$ cat src/common/psm_pkg.sv
// Shared constants and types for the power saving mode controller.
// Assumes a single 10 MHz core clock and a core that reports its context.
package psm_pkg;

  // Core clock rate.
  localparam int CLK_KHZ = 10000;

  // Interrupt option register: address on the data space and global enable position.
  localparam logic [7:0] IOR_ADDR    = 8'hc8;
  localparam logic [7:0] IOR_RESET   = 8'h00;
  localparam int         IOR_GEN_BIT = 4;

  // Oscillator stabilisation time after a wake from stop, in microseconds.
  localparam int STAB_TIME_US = 200;
  localparam int STAB_CYCLES  = (STAB_TIME_US * CLK_KHZ + 999) / 1000;
  localparam int STAB_W       = 16;

  // Power mode, Gray coded in the order run, wait, stop, stabilise.
  typedef enum logic [1:0] {
    PM_RUN  = 2'h0,
    PM_WAIT = 2'h1,
    PM_STOP = 2'h3,
    PM_STAB = 2'h2
  } psm_mode_t;

  // Core context at the moment the sleep instruction was executed.
  typedef enum logic [1:0] {
    CTX_MAIN = 2'h0,
    CTX_IRQ  = 2'h1,
    CTX_NMI  = 2'h2
  } psm_ctx_t;

  // What the core does when it is woken.
  typedef enum logic [1:0] {
    ACT_RESUME      = 2'h0,
    ACT_SERVICE_IRQ = 2'h1,
    ACT_SERVICE_NMI = 2'h2
  } psm_act_t;

endpackage

$ cat src/logic/psm_ctrl.sv
// Power saving mode controller: wait and stop entry, wake-up and resume decision.
// Assumes core, interrupt sources and reset requests are synchronous to CORE_CLK.
`timescale 1ns/1ps
// What this block does
// [RULE1] Wait instruction halts the core; memory and peripherals keep running.
// [RULE2] In wait the active oscillator keeps clocking the peripherals.
// [RULE3] An enabled peripheral interrupt such as the timer ends wait.
// [RULE4] Pin or watchdog reset during wait abandons it and resets normally.
// [RULE5] Wake from wait by interrupt resumes with no stabilisation delay.
// [RULE6] With the watchdog active a stop request performs a wait instead.
// [RULE7] Stop halts oscillator and core; only external interrupt, NMI or reset pin exits.
// [RULE8] Wake from stop waits for oscillator stabilisation before running.
// [RULE9] External reset pin during stop ends it with a normal reset.
// [RULE10] Waking never changes the oscillator selection.
// [RULE11] Sleep from main routine: service the waking interrupt, then continue.
// [RULE12] Sleep in NMI routine: any interrupt wakes, continue in NMI context.
// [RULE13] Sleep in interrupt routine woken by normal interrupt: continue routine.
// [RULE14] Sleep in interrupt routine woken by NMI: run NMI routine first.
// [RULE15] Global enable clear: nothing wakes the device, only reset restarts it.
// [RULE16] Sleep instruction is skipped while an enabled request is pending.
// [RULE17] Software switches the auxiliary oscillator on before a wait.
// [RULE18] Global enable is bit 4 of write-only register 0C8h, reset 00h.
// [RULE19] Stabilisation delay is a parameterised cycle count.
module psm_ctrl #(
  parameter int STAB_CYCLES = psm_pkg::STAB_CYCLES
) (
  // Clock and reset
  input  wire logic       CORE_CLK,
  input  wire logic       RESET_N,
  // Data space write port
  input  wire logic       DATA_WE,
  input  wire logic [7:0] DATA_ADDR,
  input  wire logic [7:0] DATA_WDATA,
  // Core sleep instructions and context
  input  wire logic       OP_WAIT,
  input  wire logic       OP_STOP,
  input  wire logic [1:0] CORE_CTX,
  // Interrupt requests, individual masks already applied
  input  wire logic       IRQ_PERIPH,
  input  wire logic       IRQ_EXT,
  input  wire logic       NMI_REQ,
  // Watchdog and reset pin
  input  wire logic       WDG_ACTIVE,
  input  wire logic       WDG_RESET,
  input  wire logic       EXT_RESET,
  // Oscillator selection from software
  input  wire logic       OSC_SEL_AUX,
  input  wire logic       AUX_OSC_ON,
  // Power and clock control
  output logic            CORE_HALT,
  output logic            PERIPH_CLK_EN,
  output logic            MAIN_OSC_EN,
  output logic            AUX_OSC_EN,
  output logic            AUX_SELECTED,
  output logic            GLOBAL_IRQ_ENABLE,
  output logic [1:0]      POWER_MODE,
  // Events towards the core
  output logic            SLEEP_SKIP,
  output logic            WAKE,
  output logic [1:0]      WAKE_ACTION,
  output logic            RESET_REQ
);

  typedef struct packed {
    psm_pkg::psm_mode_t state;
    psm_pkg::psm_ctx_t  ctx;
    psm_pkg::psm_act_t  act;
    logic [7:0]         ior;
    logic               aux_sel;
    logic               halt;
    logic               periph_clk;
    logic               main_osc;
    logic               aux_osc;
    logic               skip;
    logic               wake;
    logic               rst_req;
    logic               stab_start;
  } psm_state_t;

  psm_state_t s;
  psm_state_t next_s;
  logic       rst_n;
  logic       stab_done;
  logic       any_rst;
  logic       pending;
  logic       wait_wake;
  logic       stop_wake;

  // Resume decision from the entry context and whether the waking request is the NMI.
  function automatic psm_pkg::psm_act_t wake_action(input psm_pkg::psm_ctx_t ctx, input logic nmi);
    psm_pkg::psm_act_t a;
    a = psm_pkg::ACT_RESUME;
    case (ctx)
      psm_pkg::CTX_MAIN: begin
        a = nmi ? psm_pkg::ACT_SERVICE_NMI : psm_pkg::ACT_SERVICE_IRQ; // [RULE11]
      end
      psm_pkg::CTX_NMI: begin
        a = psm_pkg::ACT_RESUME; // [RULE12]
      end
      psm_pkg::CTX_IRQ: begin
        a = nmi ? psm_pkg::ACT_SERVICE_NMI : psm_pkg::ACT_RESUME; // [RULE13] [RULE14]
      end
      default: begin
        a = psm_pkg::ACT_RESUME;
      end
    endcase
    return a;
  endfunction

  psm_rst_sync u_rst_sync (
    .clk       (CORE_CLK),
    .rst_in_n  (RESET_N),
    .rst_out_n (rst_n)
  );

  psm_stab_timer #(
    .STAB_CYCLES (STAB_CYCLES)
  ) u_stab_timer (
    .clk   (CORE_CLK),
    .rst_n (rst_n),
    .start (s.stab_start),
    .abort (EXT_RESET),
    .done  (stab_done)
  );

  assign any_rst = EXT_RESET | WDG_RESET;
  // The NMI always counts as pending; maskable ones only with the global enable set.
  assign pending = NMI_REQ | (s.ior[psm_pkg::IOR_GEN_BIT] & (IRQ_PERIPH | IRQ_EXT));
  // Without the global enable no source, not even the NMI, raises a wake-up.
  assign wait_wake = s.ior[psm_pkg::IOR_GEN_BIT] & (IRQ_PERIPH | IRQ_EXT | NMI_REQ); // [RULE3] [RULE15]
  assign stop_wake = s.ior[psm_pkg::IOR_GEN_BIT] & (IRQ_EXT | NMI_REQ); // [RULE7] [RULE15]

  always_comb begin
    next_s            = s;
    next_s.skip       = 1'b0;
    next_s.wake       = 1'b0;
    next_s.rst_req    = 1'b0;
    next_s.stab_start = 1'b0;
    next_s.aux_sel    = OSC_SEL_AUX; // [RULE10]
    if (DATA_WE && DATA_ADDR == psm_pkg::IOR_ADDR) begin
      next_s.ior = DATA_WDATA; // [RULE18]
    end
    case (s.state)
      psm_pkg::PM_RUN: begin
        if (OP_WAIT || OP_STOP) begin
          next_s.ctx = psm_pkg::psm_ctx_t'(CORE_CTX);
          if (pending) begin
            next_s.skip = 1'b1; // [RULE16]
          end else if (OP_STOP && !WDG_ACTIVE) begin
            next_s.state = psm_pkg::PM_STOP; // [RULE7]
          end else begin
            next_s.state = psm_pkg::PM_WAIT; // [RULE1] [RULE6]
          end
        end
      end
      psm_pkg::PM_WAIT: begin
        if (any_rst) begin
          next_s.rst_req = 1'b1; // [RULE4]
          next_s.state   = psm_pkg::PM_RUN;
        end else if (wait_wake) begin
          next_s.wake  = 1'b1; // [RULE5]
          next_s.act   = wake_action(s.ctx, NMI_REQ);
          next_s.state = psm_pkg::PM_RUN;
        end
      end
      psm_pkg::PM_STOP: begin
        if (EXT_RESET) begin
          next_s.rst_req = 1'b1; // [RULE9]
          next_s.state   = psm_pkg::PM_RUN;
        end else if (stop_wake) begin
          next_s.act        = wake_action(s.ctx, NMI_REQ);
          next_s.stab_start = 1'b1; // [RULE8]
          next_s.state      = psm_pkg::PM_STAB;
        end
      end
      psm_pkg::PM_STAB: begin
        if (EXT_RESET) begin
          next_s.rst_req = 1'b1; // [RULE9]
          next_s.state   = psm_pkg::PM_RUN;
        end else if (stab_done) begin
          next_s.wake  = 1'b1; // [RULE8]
          next_s.state = psm_pkg::PM_RUN;
        end
      end
      default: begin
        next_s.state = psm_pkg::PM_RUN;
      end
    endcase
    next_s.halt       = next_s.state != psm_pkg::PM_RUN; // [RULE1] [RULE7]
    // Peripherals stay clocked in wait; they lose their clock only in stop and stabilisation.
    next_s.periph_clk = next_s.state != psm_pkg::PM_STOP && next_s.state != psm_pkg::PM_STAB; // [RULE2]
    next_s.main_osc   = next_s.state != psm_pkg::PM_STOP; // [RULE2] [RULE7]
    next_s.aux_osc    = AUX_OSC_ON && next_s.state != psm_pkg::PM_STOP; // [RULE2]
  end

  always_ff @(posedge CORE_CLK or negedge rst_n) begin
    if (!rst_n) begin
      s            <= '0;
      s.state      <= psm_pkg::PM_RUN;
      s.ior        <= psm_pkg::IOR_RESET; // [RULE18]
      s.periph_clk <= 1'b1;
      s.main_osc   <= 1'b1;
    end else begin
      s <= next_s;
    end
  end

  assign CORE_HALT         = s.halt;
  assign PERIPH_CLK_EN     = s.periph_clk;
  assign MAIN_OSC_EN       = s.main_osc;
  assign AUX_OSC_EN        = s.aux_osc;
  assign AUX_SELECTED      = s.aux_sel;
  assign GLOBAL_IRQ_ENABLE = s.ior[psm_pkg::IOR_GEN_BIT];
  assign POWER_MODE        = s.state;
  assign SLEEP_SKIP        = s.skip;
  assign WAKE              = s.wake;
  assign WAKE_ACTION       = s.act;
  assign RESET_REQ         = s.rst_req;

  // Cycles spent in stabilisation, for checking only.
  logic [psm_pkg::STAB_W-1:0] stab_len;

  always_ff @(posedge CORE_CLK or negedge rst_n) begin
    if (!rst_n) begin
      stab_len <= '0;
    end else if (s.state != psm_pkg::PM_STAB) begin
      stab_len <= '0;
    end else if (stab_len != '1) begin
      stab_len <= stab_len + 1'b1;
    end
  end
endmodule

$ cat src/logic/psm_rst_sync.sv
// Reset release synchroniser for the power saving mode controller.
// Assumes an asynchronous active low reset pin.
`timescale 1ns/1ps
module psm_rst_sync (
  // Clock and raw reset
  input  wire logic clk,
  input  wire logic rst_in_n,
  // Synchronised reset
  output logic      rst_out_n
);

  typedef struct packed {
    logic stage1;
    logic stage2;
  } psm_sync_t;

  psm_sync_t s;
  psm_sync_t next_s;

  always_comb begin
    next_s        = s;
    next_s.stage1 = 1'b1;
    next_s.stage2 = s.stage1;
  end

  always_ff @(posedge clk or negedge rst_in_n) begin
    if (!rst_in_n) begin
      s <= '0;
    end else begin
      s <= next_s;
    end
  end

  assign rst_out_n = s.stage2;

endmodule

$ cat src/logic/psm_stab_timer.sv
// Oscillator stabilisation timer used after a wake from stop.
// Assumes a one-cycle start pulse; gives a one-cycle done pulse.
`timescale 1ns/1ps
module psm_stab_timer #(
  parameter int STAB_CYCLES = psm_pkg::STAB_CYCLES
) (
  // Clock and reset
  input  wire logic clk,
  input  wire logic rst_n,
  // Control
  input  wire logic start,
  input  wire logic abort,
  output logic      done
);

  typedef struct packed {
    logic                      busy;
    logic [psm_pkg::STAB_W-1:0] cnt;
    logic                      done;
  } psm_timer_t;

  psm_timer_t s;
  psm_timer_t next_s;

  always_comb begin
    next_s      = s;
    next_s.done = 1'b0;
    if (abort) begin
      next_s.busy = 1'b0;
    end else if (start) begin
      next_s.busy = 1'b1;
      next_s.cnt  = psm_pkg::STAB_W'(STAB_CYCLES - 1); // [RULE19]
    end else if (s.busy) begin
      if (s.cnt == '0) begin
        next_s.busy = 1'b0;
        next_s.done = 1'b1;
      end else begin
        next_s.cnt = s.cnt - 1'b1;
      end
    end
  end

  always_ff @(posedge clk or negedge rst_n) begin
    if (!rst_n) begin
      s <= '0;
    end else begin
      s <= next_s;
    end
  end

  assign done = s.done;

endmodule

$ cat config.mk
export PLATFORM = sky130hd
export DESIGN_NAME = psm_ctrl
export DESIGN_NICKNAME = d
export VERILOG_FILES = /design/src/common/psm_pkg.sv /design/src/logic/psm_ctrl.sv /design/src/logic/psm_rst_sync.sv /design/src/logic/psm_stab_timer.sv
export SDC_FILE = /design/constraint.sdc
export NUM_CORES = 1
export LEC_CHECK = 0
export ABC_CLOCK_PERIOD_IN_PS = 1150
export BUFFER_PORTS_ARGS = -buffer_cell sky130_fd_sc_hd__buf_2
export CORE_ASPECT_RATIO = 1.1
export CORE_MARGIN = 2
export CORE_UTILIZATION = 40
export DETAILED_ROUTE_END_ITERATION = 16
export GPL_TIMING_DRIVEN = 0
export HOLD_SLACK_MARGIN = 0.15
export PLACE_DENSITY = 0.65
export SLEW_MARGIN = 5
export SYNTH_ARGS = -nofsm -noshare
export SYNTH_HDL_FRONTEND = slang
export SYNTH_HIERARCHICAL = 1
export SYNTH_SLANG_ARGS = --single-unit
$ cat constraint.sdc
create_clock -name CORE_CLK -period 1.15 [get_ports CORE_CLK]
set_input_delay 0.115 -clock CORE_CLK [delete_from_list [all_inputs] [get_ports CORE_CLK]]
set_output_delay 0.115 -clock CORE_CLK [all_outputs]
set_load 0.05 [all_outputs]
=== After elaboration in Yosys (flattened, before gate mapping) ===
Index checks and enable logic that the tools add are counted.

* Register bits: 40
* Input port bits: 31
* Output and inout bits: 13
* Logic and storage cells: 96

* Add/sub/neg operators: 1
* Equal/unequal tests: 12
* Multiplexer cells: 40
* Bitwise logic cells: 9
* Reduce and logical (&&, ||, !) cells: 16

{| class="wikitable"
|+ Operators with widths
! operator !! count
|-
| 2-bit two-way mux || 14
|-
| 18-bit two-way mux || 1
|-
| 1-bit two-way mux || 17
|-
| 17-bit two-way mux || 1
|-
| 16-bit zero test || 1
|-
| 16-bit two-way mux || 1
|-
| 16-bit by 1-bit subtractor with 16-bit output (second input constant) || 1
|-
| 2-bit != test (second input constant) || 7
|-
| 8-bit equality test (second input constant) || 1
|-
| 2-bit case mux with 2 select lines || 2
|-
| 2-bit case mux with 4 select lines || 1
|-
| 2-bit nonzero test || 3
|-
| 1-bit bitwise OR || 5
|-
| 5-bit AND reduction || 1
|-
| 2-bit by 1-bit equality test with 1-bit output (second input constant) || 2
|-
| 2-bit equality test (second input constant) || 2
|-
| 1-bit logical AND || 4
|-
| 2-bit zero test || 2
|-
| 4-bit two-way mux || 1
|-
| 1-bit case mux with 2 select lines || 2
|-
| 1-bit AND || 3
|-
| 3-bit AND reduction || 1
|-
| 2-bit AND reduction || 1
|-
| 2-bit OR reduction || 1
|-
| 3 further kinds || 3
|}

=== Logic depth before layout (Yosys ltp) ===
Gate-level depths: netlist (run 1).

* Depth after elaboration: 8
* Mapped depth: 7
* Depth with buffers taken out: 7

=== Cells and area by module ===
The synthesis (run 1) kept the hierarchy.

{| class="wikitable"
|+ Modules (own cells, without submodules)
! module !! times used !! cells an instance !! area an instance (um2) !! seq. area each (um2)
|-
| psm_stab_timer || 1 || 120 || 1,083.5 || 450.4
|-
| psm_ctrl || 1 || 76 || 839.6 || 402.9
|-
| psm_rst_sync || 1 || 3 || 53.8 || 50.0
|}

=== Worst setup path before layout (run 1) ===
Ideal clock, no wire load.

* Path kind: register to register
* Start point: register u_stab_timer/s[4] in the netlist's numbering
* End point: register u_stab_timer/s[12] in the netlist's numbering
* Library setup time: 0.077 ns
* Data arrival time: 2.176 ns
* Required time: 1.073 ns
* Setup slack: -1.104 ns
* Stages on the path, launching flop included: 7
* Path buffers: 2
* Clock period less this slack: 2.254 ns
* Path through: dfrtp_1 > buf_6 > or4_4 > or4_1 > clkbuf_2 > or4_1 > a21oi_1

* Word-level cells in the longest chain between the ends: 4
* Elaborated cells between the ends (all ways): 7
* Classes of those cells: add/sub (1); eq/ne (1); mux (3); reduce/logical (2)

{| class="wikitable"
|+ Ends and longest elaborated chain
! element !! RTL line !! text
|-
| start, declared || psm_stab_timer.sv:22 || <nowiki>psm_timer_t s;</nowiki>
|-
| start signal, assigned || psm_stab_timer.sv:47 || <nowiki>s <= next_s;</nowiki>
|-
| 16-bit by 1-bit subtractor with 16-bit output || psm_stab_timer.sv:38 || <nowiki>next_s.cnt = s.cnt - 1'b1;</nowiki>
|-
| 16-bit two-way mux || psm_stab_timer.sv:34 || <nowiki>if (s.cnt == '0) begin</nowiki>
|-
| 18-bit two-way mux || psm_stab_timer.sv:33 || <nowiki>end else if (s.busy) begin</nowiki>
|-
| 17-bit two-way mux || psm_stab_timer.sv:30 || <nowiki>end else if (start) begin</nowiki>
|}

Parallel ways exist; a longest one is shown, timed or not. The select of a mux whose other input is x is not followed.
A chain may end at the register's enable or synchronous reset.

=== Worst setup path after layout (run 1) ===
* Start point: register u_stab_timer/s[7] in the netlist's numbering
* End point: register u_stab_timer/s[12] in the netlist's numbering

The elaborated chain is that of the path after synthesis.

==> load_flow_metrics.sql, run 1 <==
INSERT INTO impl_metrics (metric_group, metric, value, unit) VALUES
('setup_path', 'cpMostUsedCell', 'sky130_fd_sc_hd__or4_4', ''),
('floorplanning', 'start_util', '0.419', ''),
('timing', 'final_hold_viol_count', '0', ''),
('setup_path', 'critPathCaptureType', 'flop', ''),
('clock_tree', 'tritoncts', 'done', ''),
('global_routing', 'grt_pass1_vias', '1733', ''),
('clock_tree', 'clock_path_buffers', '2', ''),
('route', 'drt.antenna.violating_nets', '0', ''),
('status', 'violations', 'negative setup slack', ''),
('power', 'power_frac_seq', '0.374', ''),
('clock_tree', 'worst_skew_pair_later_pin_latency', '0.29', 'ns'),
('clock_tree', 'cts_hold_repair.buffers', '9', ''),
('setup_path', 'cp.buffers_inverters', '0', ''),
('floorplanning', 'rows', '26', ''),
('synthesis', 'mappedNetlistArea', '0.00198', 'mm^2'),
('status', 'outcome', 'finished, violations left', ''),
('timing', 'worst_clock_skew', '0.00953', 'ns'),
('worst_hold_path', 'worstHoldPathCells', '3', ''),
('global_routing', 'grt_max_degree', '35', ''),
('global_routing', 'gr-usage-all-layers', '0.179', ''),
('clock_tree', 'clk_transition_reported_paths', '0.08', 'ns'),
('final_layout', 'layout.core_utilization', '0.615', ''),
('synthesis', 'synth-main-ff-cell', 'sky130_fd_sc_hd__dfrtp_1', ''),
('synthesis', 'synth_area_leaders', 'sky130_fd_sc_hd__dfrtp_1, sky130_fd_sc_hd__ha_1, sky130_fd_sc_hd__a21oi_1', ''),
('timing', 'grt_setup_unrepaired', 'true', ''),
('global_routing', 'grt_overflow_total', '0', ''),
('place', 'portBuffers', '36', ''),
('timing', 'finalSetupViolCount', '33', ''),
('synthesis', 'synth_simple_gate_area_frac', '0.216', ''),
('timing', 'layout_worst_path_cycle_share', '1.82', ''),
('power', 'leakage', '1.34', 'nW'),
('clock_tree', 'htree_levels', '2', ''),
('synthesis', 'fraction_of_the_mapped_netlist_area_in_adder_cells', '0.0316', ''),
('timing', 'clock.fmax', '0.478', 'GHz'),
('synthesis', 'synth.lib_cells_used.distinct', '54', ''),
('route', 'detail_route.wirelength', '5010', 'um'),
('floorplanning', 'dieArea', '0.00552', 'mm^2'),
('timing', 'minimum_clock_period_after_layout', '2.09', 'ns'),
('floorplanning', 'die_w', '71.0', 'um'),
('clock_tree', 'ctsRootBufferMaster', 'sky130_fd_sc_hd__clkbuf_8', ''),
('synthesis', 'synth-warning-count', '6', ''),
('final_layout', 'num-nets-final', '307', ''),
('power', 'switchingPower', '0.00157', 'W'),
('power', 'vdd_ir_drop_max', '1620', 'uV'),
('place', 'placement.cell_area', '0.00233', 'mm^2'),
('floorplanning', 'chipHeight', '77.7', 'um'),
('power', 'cellInternalPower', '0.00269', 'W'),
('setup_path', 'crit_slowest_cell', 'sky130_fd_sc_hd__or4_4', ''),
('final_layout', 'area_delta_synth_final', '46.7', '%'),
('power', 'p_clk_frac', '0.204', ''),
('floorplanning', 'core_region_area', '0.00472', 'mm^2'),
('timing', 'finalSetupTns', '-17.66', 'ns'),
('route', 'drt_pre_antenna_iters', '6', ''),
('route', 'drt-vias-per-instance', '5.64', ''),
('worst_hold_path', 'holdCritPathClass', 'in2reg', ''),
('timing', 'timing.final.ws_setup', '-0.944', 'ns'),
('place', 'gp_congestion', '0.844', ''),
('synthesis', 'synth_compound_area_frac', '0.194', ''),
('synthesis', 'synth-async-reset-ratio', '1.00', ''),
('setup_path', 'worstPathArrival', '2.31', 'ns'),
('synthesis', 'synthDominantCellAreaShare', '0.430', ''),
('setup_path', 'crit_family', 'simple AND/OR/NAND/NOR gates', ''),
('setup_path', 'critical_path_class', 'reg2reg', ''),
('setup_path', 'list_of_cells_traversed_by_the_critical_path', 'or4_4 > or4_4 > or4_1 > a21oi_1', ''),
('route', 'wl_per_cell', '15.3', 'um'),
('power', 'power_density', '1470', 'mW/mm^2'),
('power', 'power.combinational.fraction', '0.422', ''),
('synthesis', 'synthesis.nets', '235', ''),
('synthesis', 'yosysSeqAreaShare', '0.457', ''),
('synthesis', 'synth_top_family_by_area', 'simple AND/OR/NAND/NOR gates', ''),
('synthesis', 'number_of_enable_flip_flop_cells_after_synthesis', '0', '');
## power by group through the flow
stage               registers, W  clock network [W]  logic, W
finish                   0.00159           0.000868   0.00180
global route             0.00162           0.000969   0.00192
CTS                      0.00159           0.000904   0.00168
detailed placement       0.00162                  0   0.00135
global placement         0.00162                  0   0.00135
floorplan                0.00185                  0  0.000832
## cells in the mapped netlist (all sizes together) (3+ instances only)
cell type	instances
dfrtp	34
a21oi	11
inv	11
o21ai	11
nand2	10
nor2	10
nor3	10
or2	7
a31oi	6
nor4	6
buf	5
ha	5
mux2	5
nand3	5
o31ai	5
clkbuf	4
mux2i	4
or4	4
and2	3
nor2b	3
o211ai	3
o2bb2ai	3
or3	3
## state kept, by name, summed over array words and instances, names as in the netlist
register and cells:
u_stab_timer/s 17, RESET_REQ 1, u_rst_sync/next_s 1, PERIPH_CLK_EN 1, u_stab_timer/done 1, s 3, WAKE_ACTION 2, MAIN_OSC_EN 1
AUX_OSC_EN 1, WAKE 1, CORE_HALT 1, u_rst_sync/rst_out_n 1, GLOBAL_IRQ_ENABLE 1, SLEEP_SKIP 1, AUX_SELECTED 1, POWER_MODE 2
## worst reg2reg max path, stage by stage (launching register included)
cell                      delay [ns]
sky130_fd_sc_hd__dfrtp_2        0.44
sky130_fd_sc_hd__or4_4          0.52
sky130_fd_sc_hd__or4_4          0.50
sky130_fd_sc_hd__or4_1          0.42
sky130_fd_sc_hd__a21oi_1        0.13
## per-layer routing
metal  vias to the layer above  part of all wire  GRT usage
met2                        51              0.53      0.321
li1                        884                 -          -
met5                         -                 0          0
met4                         0            0.0096     0.0472
met3                         6             0.042     0.0442
met1                       910              0.41      0.213
## final cells by class
cell class	instances	area, um^2
Clock buffer	7	76.3
Clock inverter	1	5.00
Fill cell	366	1820
Timing Repair Buffer	69	518
Tap cell	56	70.1
Sequential cell	36	911
Inverter	11	48.8
Buffer	5	35.0
Multi-Input combinational cell	143	1240
## path summary, 6_finish.rpt
| path | startpoint | slack (ns) | endpoint |
|---|---|---|---|
| max in group asynchronous | u_rst_sync/rst_out_n$_DFF_PN0_ | 0.27 | GLOBAL_IRQ_ENABLE$_DFFE_PN0P_ |
| worst max-delay path | u_stab_timer/s[7]$_DFFE_PN0P_ | -0.94 | u_stab_timer/s[12]$_DFFE_PN0P_ |
| worst min register to register | u_rst_sync/rst_out_n$_DFF_PN0_ | 0.34 | u_stab_timer/s[2]$_DFFE_PN0P_ |
| min in group asynchronous | u_rst_sync/rst_out_n$_DFF_PN0_ | 0.34 | u_stab_timer/s[2]$_DFFE_PN0P_ |
| worst min-delay path | OP_WAIT | 0.15 | SLEEP_SKIP$_DFF_PN0_ |
| worst max register to register | u_stab_timer/s[7]$_DFFE_PN0P_ | -0.94 | u_stab_timer/s[12]$_DFFE_PN0P_ |
## per-stage QoR
| step | worst slack, ns | instances | total power (W) | hold slack, ns |
|---|---|---|---|---|
| 3_5_place_dp | -1.64 | 291 | 0.00297 | -0.0971 |
| 6_report | -0.944 | 328 | 0.00426 | 0.147 |
| 2_1_floorplan | -0.983 | 199 | 0.00268 | -0.181 |
| 4_1_cts | -1.04 | 320 | 0.00418 | 0.135 |
| 3_3_place_gp | -1.56 | 291 | 0.00297 | -0.0994 |
| 5_1_grt | -0.994 | 328 | 0.00450 | 0.140 |
## repair_timing
item	CTS	global route
setup buffers	12	14
endpoints found under the setup margin	34	33
gates resized for setup	26	34
pin swaps	8	10
hold endpoints to repair	10	1
## cell usage in the layout, fill, tap and decap left out, types with 3 or more instances in the layout
master	count
sky130_fd_sc_hd__a21oi_1	10
sky130_fd_sc_hd__a31oi_1	6
sky130_fd_sc_hd__and2_1	3
sky130_fd_sc_hd__buf_2	32
sky130_fd_sc_hd__buf_4	19
sky130_fd_sc_hd__buf_6	9
sky130_fd_sc_hd__clkbuf_1	3
sky130_fd_sc_hd__clkbuf_8	5
sky130_fd_sc_hd__dfrtp_1	28
sky130_fd_sc_hd__dfrtp_2	6
sky130_fd_sc_hd__dlygate4sd3_1	9
sky130_fd_sc_hd__ha_4	5
sky130_fd_sc_hd__inv_1	6
sky130_fd_sc_hd__inv_4	3
sky130_fd_sc_hd__mux2i_1	4
sky130_fd_sc_hd__nand2_1	9
sky130_fd_sc_hd__nand3_2	3
sky130_fd_sc_hd__nor2_1	10
sky130_fd_sc_hd__nor3_1	8
sky130_fd_sc_hd__nor4_1	4
sky130_fd_sc_hd__o211ai_1	3
sky130_fd_sc_hd__o21ai_0	5
sky130_fd_sc_hd__o21ai_1	3
sky130_fd_sc_hd__o2bb2ai_1	3
sky130_fd_sc_hd__o31ai_1	5
sky130_fd_sc_hd__or2_2	5
sky130_fd_sc_hd__or3_1	3
## cell families (layout without fill, tap and decap cells)
| family | count (synthesis) | count (layout) |
|---|---|---|
| DFF | 36 | 36 |
| adders and majority gates | 5 | 5 |
| and+or+nand+nor | 74 | 74 |
| muxes | 9 | 9 |
| AOI/OAI and AO/OA | 54 | 54 |
| other | 1 | 1 |
| buffers and inverters | 20 | 93 |
Power figures use the tool's default switching activity.
==> run 2: changes to the inputs <==
CORE_ASPECT_RATIO = 1.5   (was 1.1)
SLEW_MARGIN = 20   (was 5)
==> load_flow_metrics.sql, run 2 (same netlist as run 1, synthesis figures left out) <==
INSERT INTO impl_metrics (metric_group, metric, value, unit) VALUES
('final_layout', 'biggestRegsByFlops', 'u_stab_timer/s x17, s x3', ''),
('power', 'cellInternalPower', '0.00264', 'W'),
('global_routing', 'grt_overflow_total', '0', ''),
('status', 'outcome', 'finished, violations left', ''),
('place', 'portBuffers', '36', ''),
('timing', 'minimum_clock_period_after_layout', '2.24', 'ns'),
('route', 'wl_per_cell', '15.3', 'um'),
('route', 'via_count_of_the_routed_design', '1859', ''),
('timing', 'timing.final.ws_setup', '-1.09', 'ns'),
('place', 'dpl.hpwl', '3290', 'um'),
('timing', 'maxSlewHeadroom', '0.508', ''),
('clock_tree', 'cts.sinks', '36', ''),
('run', 'maxCapViolations', '0', ''),
('power', 'leakage', '1.33', 'nW'),
('setup_path', 'worstPathArrival', '2.46', 'ns'),
('power', 'switching_share', '0.380', ''),
('floorplanning', 'io-pin-count', '44', ''),
('setup_path', 'worst-endpoint-required', '1.38', 'ns'),
('final_layout', 'register_with_the_most_flip_flops', 'u_stab_timer/s', ''),
('clock_tree', 'ctsRootBufferMaster', 'sky130_fd_sc_hd__clkbuf_8', ''),
('final_layout', 'n_fill_cell', '414', ''),
('place', 'gp_congestion', '0.857', ''),
('final_layout', 'diodes', '0', ''),
('global_routing', 'grt_max_degree', '35', ''),
('final_layout', 'num-nets-final', '308', ''),
('clock_tree', 'clk_transition_reported_paths', '0.08', 'ns'),
('clock_tree', 'tritoncts', 'done', ''),
('setup_path', 'critical_path_class', 'reg2reg', ''),
('route', 'drt_pre_antenna_iters', '4', ''),
('final_layout', 'most_common_cell_after_layout_fill_and_taps_aside', 'sky130_fd_sc_hd__buf_2', ''),
('timing', 'grt_setup_unrepaired', 'true', ''),
('timing', 'finalSetupViolCount', '31', ''),
('power', 'power_density', '1430', 'mW/mm^2'),
('floorplanning', 'start_util', '0.411', ''),
('floorplanning', 'die_w', '61.4', 'um'),
('route', 'drt-vias-per-instance', '5.48', ''),
('floorplanning', 'core_region_area', '0.00481', 'mm^2'),
('floorplanning', 'chipHeight', '90.1', 'um'),
('timing', 'clock.fmax', '0.447', 'GHz'),
('setup_path', 'timing.critical_path.fanout_max', '5', ''),
('final_layout', 'layout_common_cells', 'sky130_fd_sc_hd__buf_2, sky130_fd_sc_hd__dfrtp_1, sky130_fd_sc_hd__buf_4', ''),
('timing', 'layout_worst_path_cycle_share', '1.94', ''),
('clock_tree', 'worst_skew_pair_later_pin_latency', '0.29', 'ns'),
('global_routing', 'grt_antenna_before_repair', '0', ''),
('final_layout', 'post_route_cells_drive_above_1_share', '0.480', ''),
('clock_tree', 'cts_inserted_buffers', '5', ''),
('global_routing', 'wire_length_of_the_first_global_routing_pass', '8740', 'um'),
('final_layout', 'area_delta_synth_final', '50.5', '%'),
('power', 'p_clk_frac', '0.220', ''),
('floorplanning', 'rows', '31', ''),
('timing', 'report.final.slew_viol_count', '0', ''),
('power', 'power_frac_seq', '0.371', ''),
('floorplanning', 'dieArea', '0.00553', 'mm^2'),
('route', 'detailedRoute.firstIterationViolations', '106', ''),
('power', 'power.combinational.fraction', '0.409', ''),
('setup_path', 'startpoint_type', 'flop', ''),
('global_routing', 'grt_pass1_vias', '1892', ''),
('clock_tree', 'clock_path_buffers', '2', ''),
('place', 'numPlacedInstances', '301', ''),
('power', 'vdd_ir_drop_max', '1140', 'uV'),
('route', 'detail_route.wirelength', '5200', 'um'),
('final_layout', 'layout.core_utilization', '0.619', ''),
('worst_hold_path', 'holdCritPathClass', 'in2reg', ''),
('final_layout', 'instances_no_fill', '339', ''),
('route', 'detail_route.drc_violations', '0', ''),
('power', 'switchingPower', '0.00162', 'W'),
('status', 'violations', 'negative setup slack', ''),
('timing', 'worstMarginPinSlew', '0.738', 'ns'),
('clock_tree', 'htree_levels', '2', ''),
('timing', 'final_hold_viol_count', '0', ''),
('timing', 'worst_clock_skew', '0.00738', 'ns'),
('route', 'drt.antenna.violating_nets', '0', ''),
('setup_path', 'critPathCaptureType', 'flop', ''),
('global_routing', 'gr-usage-all-layers', '0.206', ''),
('final_layout', 'largest_register_ffs', '17', '');
run 2: cell types whose count changed in the layout (fill, tap and decap cells not counted), moves of 2 or more:
cell	change
sky130_fd_sc_hd__a21oi_1	-3
sky130_fd_sc_hd__a21oi_2	+4
sky130_fd_sc_hd__clkbuf_1	-2
sky130_fd_sc_hd__clkinvlp_4	+2
sky130_fd_sc_hd__nand2_2	+2
run 2: area by class of cell:
type	instances	area, um^2	share of cell area
Multi-Input combinational cell	143	1250	0.422
Sequential cell	36	910	0.306
Timing Repair Buffer	69	537	0.180
Tap cell	66	82.6	0.0278
Clock buffer	5	68.8	0.0231
Buffer	6	50.0	0.0168
Inverter	11	48.8	0.0164
Clock inverter	3	23.8	0.00799
run 2: through the flow:
| step | power (W) | TNS (ns) | setup slack, ns | cell area [um^2] | hold WS [ns] |
|---|---|---|---|---|---|
| 2_1_floorplan | 0.00268 | -16.81 | -0.983 | 2080 | -0.181 |
| 3_3_place_gp | 0.00297 | -37.40 | -1.56 | 2340 | -0.0984 |
| 3_5_place_dp | 0.00299 | -26.61 | -1.55 | 2340 | -0.0985 |
| 4_1_cts | 0.00423 | -16.95 | -1.08 | 2850 | 0.148 |
| 5_1_grt | 0.00447 | -19.51 | -1.11 | 2980 | 0.165 |
| 6_report | 0.00426 | -17.88 | -1.09 | 2980 | 0.147 |
run 2: power by group through the flow:
stage,clock network (W),logic [W],registers (W)
global placement,0,0.00135,0.00163
global route,0.00101,0.00185,0.00161
CTS,0.000956,0.00170,0.00158
detailed placement,0,0.00136,0.00163
floorplan,0,0.000832,0.00185
finish,0.000939,0.00174,0.00158
run 2: path summary, 6_finish.rpt:
check	slack, ns	to	from	cells after the start
setup / recovery	-1.09	u_stab_timer/s[12]$_DFFE_PN0P_	u_stab_timer/s[7]$_DFFE_PN0P_	5
hold / removal	0.15	SLEEP_SKIP$_DFF_PN0_	OP_WAIT	3
setup reg to reg	-1.09	u_stab_timer/s[12]$_DFFE_PN0P_	u_stab_timer/s[7]$_DFFE_PN0P_	5
hold reg to reg	0.33	u_stab_timer/s[4]$_DFFE_PN0P_	u_rst_sync/rst_out_n$_DFF_PN0_	0
max in group asynchronous	0.30	GLOBAL_IRQ_ENABLE$_DFFE_PN0P_	u_rst_sync/rst_out_n$_DFF_PN0_	0
min in group asynchronous	0.33	u_stab_timer/s[4]$_DFFE_PN0P_	u_rst_sync/rst_out_n$_DFF_PN0_	0
run 2: metal layers:
layer	part of all wire	up-vias	GRT usage
met5	0	-	0
met4	0.017	0	0.0621
met3	0.047	10	0.0460
met2	0.55	70	0.359
met1	0.38	894	0.240
li1	-	885	-
run 2: what timing repair did:
item / 4_1_cts / 5_1_grt
hold buffers: 9 / 0
endpoints found under the setup margin: 34 / 35
buffers inserted: 16 / 9
endpoints found under the hold margin: 10 / 0
gates resized for setup: 47 / 20
pin swaps: 11 / 13
run 2: worst max-delay path, stage by stage (launching register included):
cell and delay, ns:
sky130_fd_sc_hd__dfrtp_1 0.44, sky130_fd_sc_hd__or4_4 0.54, sky130_fd_sc_hd__or4_4 0.44, sky130_fd_sc_hd__buf_8 0.15, sky130_fd_sc_hd__or4_4 0.47, sky130_fd_sc_hd__a21oi_2 0.13
==> run 3: changes to the inputs <==
ABC_AREA = 1   (was unset)
CORE_MARGIN = 1   (was 2)
==> load_flow_metrics.sql, run 3 <==
INSERT INTO impl_metrics (metric_group, metric, value, unit) VALUES
('final_layout', 'largest_register_ffs', '17', ''),
('synthesis', 'synthDominantAreaCellType', 'sky130_fd_sc_hd__dfrtp_1', ''),
('timing', 'timing.final.ws_setup', '-0.301', 'ns'),
('final_layout', 'register_with_the_most_flip_flops', 'u_stab_timer/s', ''),
('final_layout', 'instances_no_fill', '432', ''),
('final_layout', 'biggestRegsByFlops', 'u_stab_timer/s x17, s x3', ''),
('synthesis', 'synth.lib_cells_used.distinct', '31', ''),
('route', 'detailedRoute.firstIterationViolations', '49', ''),
('global_routing', 'wire_length_of_the_first_global_routing_pass', '8950', 'um'),
('clock_tree', 'ctsRootBufferMaster', 'sky130_fd_sc_hd__clkbuf_8', ''),
('clock_tree', 'cts.sinks', '36', ''),
('timing', 'worst_clock_skew', '0.00752', 'ns'),
('route', 'via_count_of_the_routed_design', '2069', ''),
('final_layout', 'area_delta_synth_final', '58.4', '%'),
('route', 'drt.antenna.violating_nets', '0', ''),
('synthesis', 'post_synth_inst_count', '278', ''),
('place', 'portBuffers', '36', ''),
('synthesis', 'synthDominantCellAreaShare', '0.410', ''),
('synthesis', 'synth_most_common_cell', 'sky130_fd_sc_hd__nand2_1', ''),
('power', 'power_density', '2250', 'mW/mm^2'),
('clock_tree', 'worst_skew_pair_later_pin_latency', '0.29', 'ns'),
('synthesis', 'synth-main-ff-cell', 'sky130_fd_sc_hd__dfrtp_1', ''),
('status', 'violations', 'negative setup slack', ''),
('route', 'drt-vias-per-instance', '4.79', ''),
('timing', 'minimum_clock_period_after_layout', '1.45', 'ns'),
('timing', 'hold_slack', '0.144', 'ns'),
('clock_tree', 'cts_inserted_buffers', '5', ''),
('timing', 'clock.fmax', '0.689', 'GHz'),
('clock_tree', 'tritoncts', 'done', ''),
('synthesis', 'synth_area_leaders', 'sky130_fd_sc_hd__dfrtp_1, sky130_fd_sc_hd__nand2_1, sky130_fd_sc_hd__nor2_1', ''),
('global_routing', 'grt_max_degree', '25', ''),
('route', 'detail_route.wirelength', '5510', 'um'),
('clock_tree', 'clk_transition_reported_paths', '0.08', 'ns'),
('floorplanning', 'die_w', '60.8', 'um'),
('setup_path', 'critPathCaptureType', 'flop', ''),
('final_layout', 'num-nets-final', '401', ''),
('timing', 'report.final.slew_viol_count', '0', ''),
('floorplanning', 'start_util', '0.421', ''),
('place', 'placement.cell_area', '0.00246', 'mm^2'),
('clock_tree', 'clock_path_buffers', '2', ''),
('final_layout', 'postLayoutCellArea', '0.00329', 'mm^2'),
('floorplanning', 'rows', '31', ''),
('setup_path', 'critical_path_class', 'reg2reg', ''),
('synthesis', 'ys_seq_elements', '36', ''),
('synthesis', 'number_of_enable_flip_flop_cells_after_synthesis', '0', ''),
('floorplanning', 'core_region_area', '0.00493', 'mm^2'),
('synthesis', 'synthTopCellsByCount', 'sky130_fd_sc_hd__nand2_1, sky130_fd_sc_hd__nor2_1, sky130_fd_sc_hd__inv_1', ''),
('route', 'wl_per_cell', '12.7', 'um'),
('place', 'dpl_worst_slack', '-0.405', 'ns'),
('power', 'leakage', '1.56', 'nW'),
('synthesis', 'avgSynthCellArea', '7.46', 'um^2'),
('synthesis', 'yosysSeqAreaShare', '0.435', ''),
('global_routing', 'grt_antenna_before_repair', '0', ''),
('status', 'outcome', 'finished, violations left', ''),
('clock_tree', 'htree_levels', '2', ''),
('final_layout', 'layout.core_utilization', '0.667', ''),
('route', 'detail_route.drc_violations', '0', ''),
('final_layout', 'n_fill_cell', '408', ''),
('timing', 'final_hold_viol_count', '0', ''),
('power', 'vdd_ir_drop_max', '2020', 'uV'),
('synthesis', 'synth-async-reset-ratio', '1.00', ''),
('global_routing', 'grt_overflow_total', '0', ''),
('final_layout', 'diodes', '0', ''),
('setup_path', 'timing.critical_path.fanout_max', '5', ''),
('place', 'numPlacedInstances', '381', ''),
('synthesis', 'mappedNetlistArea', '0.00207', 'mm^2'),
('timing', 'layout_worst_path_cycle_share', '1.26', ''),
('synthesis', 'synthesis.nets', '314', ''),
('floorplanning', 'chipHeight', '90.2', 'um'),
('global_routing', 'gr-usage-all-layers', '0.218', ''),
('timing', 'grt_setup_unrepaired', 'true', ''),
('final_layout', 'most_common_cell_after_layout_fill_and_taps_aside', 'sky130_fd_sc_hd__nand2_1', ''),
('place', 'gp_congestion', '0.907', ''),
('final_layout', 'layout_common_cells', 'sky130_fd_sc_hd__nand2_1, sky130_fd_sc_hd__inv_1, sky130_fd_sc_hd__buf_2', ''),
('synthesis', 'synth-warning-count', '6', ''),
('setup_path', 'worst-endpoint-required', '1.38', 'ns'),
('final_layout', 'post_route_cells_drive_above_1_share', '0.495', ''),
('setup_path', 'startpoint_type', 'flop', ''),
('run', 'maxCapViolations', '0', ''),
('global_routing', 'grt_pass1_vias', '2090', ''),
('worst_hold_path', 'holdCritPathClass', 'reg2async', ''),
('floorplanning', 'dieArea', '0.00548', 'mm^2'),
('route', 'drt_pre_antenna_iters', '5', ''),
('place', 'dpl.hpwl', '3380', 'um'),
('timing', 'finalSetupViolCount', '33', ''),
('setup_path', 'worstPathArrival', '1.68', 'ns'),
('floorplanning', 'io-pin-count', '44', '');
[run 3: layout make-up]
class	instances	area (um^2)	area share
multi-input cells	191	1280	0.390
flip-flops and latches	36	912	0.278
plain buffers	5	48.8	0.0149
inverters	45	186	0.0567
clock inverters	3	42.5	0.0129
repair buffers	81	662	0.201
clock buffers	5	68.8	0.0209
well taps	66	82.6	0.0251
[run 3: final timing paths]
kind / start / end / slack (ns) / cells after the start
worst min-delay path: u_rst_sync/rst_out_n$_DFF_PN0_ / u_stab_timer/s[12]$_DFFE_PN0P_ / 0.14 / 0
worst max register to register: u_stab_timer/s[9]$_DFFE_PN0P_ / u_stab_timer/s[12]$_DFFE_PN0P_ / -0.30 / 8
worst min register to register: u_rst_sync/rst_out_n$_DFF_PN0_ / u_stab_timer/s[12]$_DFFE_PN0P_ / 0.14 / 0
min in group CORE_CLK: EXT_RESET / RESET_REQ$_DFF_PN0_ / 0.16 / 3
max in group asynchronous: RESET_N / u_rst_sync/rst_out_n$_DFF_PN0_ / 0.35 / 3
worst max-delay path: u_stab_timer/s[9]$_DFFE_PN0P_ / u_stab_timer/s[12]$_DFFE_PN0P_ / -0.30 / 8
[run 3: kinds of logic (layout without fill, tap and decap cells)]
kind of cell	Yosys count	after routing	share of synthesized area
other	1	1	0.00181
buffers and inverters	51	139	0.106
flip-flops	36	36	0.435
AND/OR/NAND/NOR	154	154	0.329
AO/OA/AOI/OAI	29	29	0.0887
adder cells (fa/ha/maj)	5	5	0.0302
XOR/XNOR	2	2	0.00845
[run 3: critical path: stages, from the launching register on]
cell and delay [ns]:
sky130_fd_sc_hd__dfrtp_2 0.45, sky130_fd_sc_hd__nor2_2 0.14, sky130_fd_sc_hd__nand3_2 0.11, sky130_fd_sc_hd__nor2_4 0.21
sky130_fd_sc_hd__nand2_4 0.11, sky130_fd_sc_hd__buf_6 0.15, sky130_fd_sc_hd__nand4_1 0.07, sky130_fd_sc_hd__nand2_1 0.05
sky130_fd_sc_hd__nor2_1 0.09
[run 3: layer usage]
layer	vias to the layer above	global-route usage	wire length, um	share of wire
met5	-	0	0	0
met4	0	0.100	144	0.026
met3	15	0.0460	197	0.036
met2	64	0.383	3180	0.58
met1	952	0.237	1990	0.36
li1	1038	-	-	-
[run 3: stage by stage]
step                TNS, ns  total power [W]
finish                -6.74          0.00739
detailed placement    -8.34          0.00479
global placement     -20.18          0.00474
floorplan             -3.07          0.00425
CTS                   -6.35          0.00676
global route          -8.83          0.00791
[run 3: power by group]
group | internal (W) | switching [W] | total [W]
registers | 0.00174 | 0.000433 | 0.00217
clock network | 0.000641 | 0.000484 | 0.00113
logic | 0.00181 | 0.00229 | 0.00409
[run 3: timing repair]
item,in CTS,in global routing
setup buffers,23,10
setup endpoints to repair,35,36
hold buffers,11,0
resized for setup,57,47
pin swaps,16,20
cloned,0,1
hold endpoints to repair,10,0
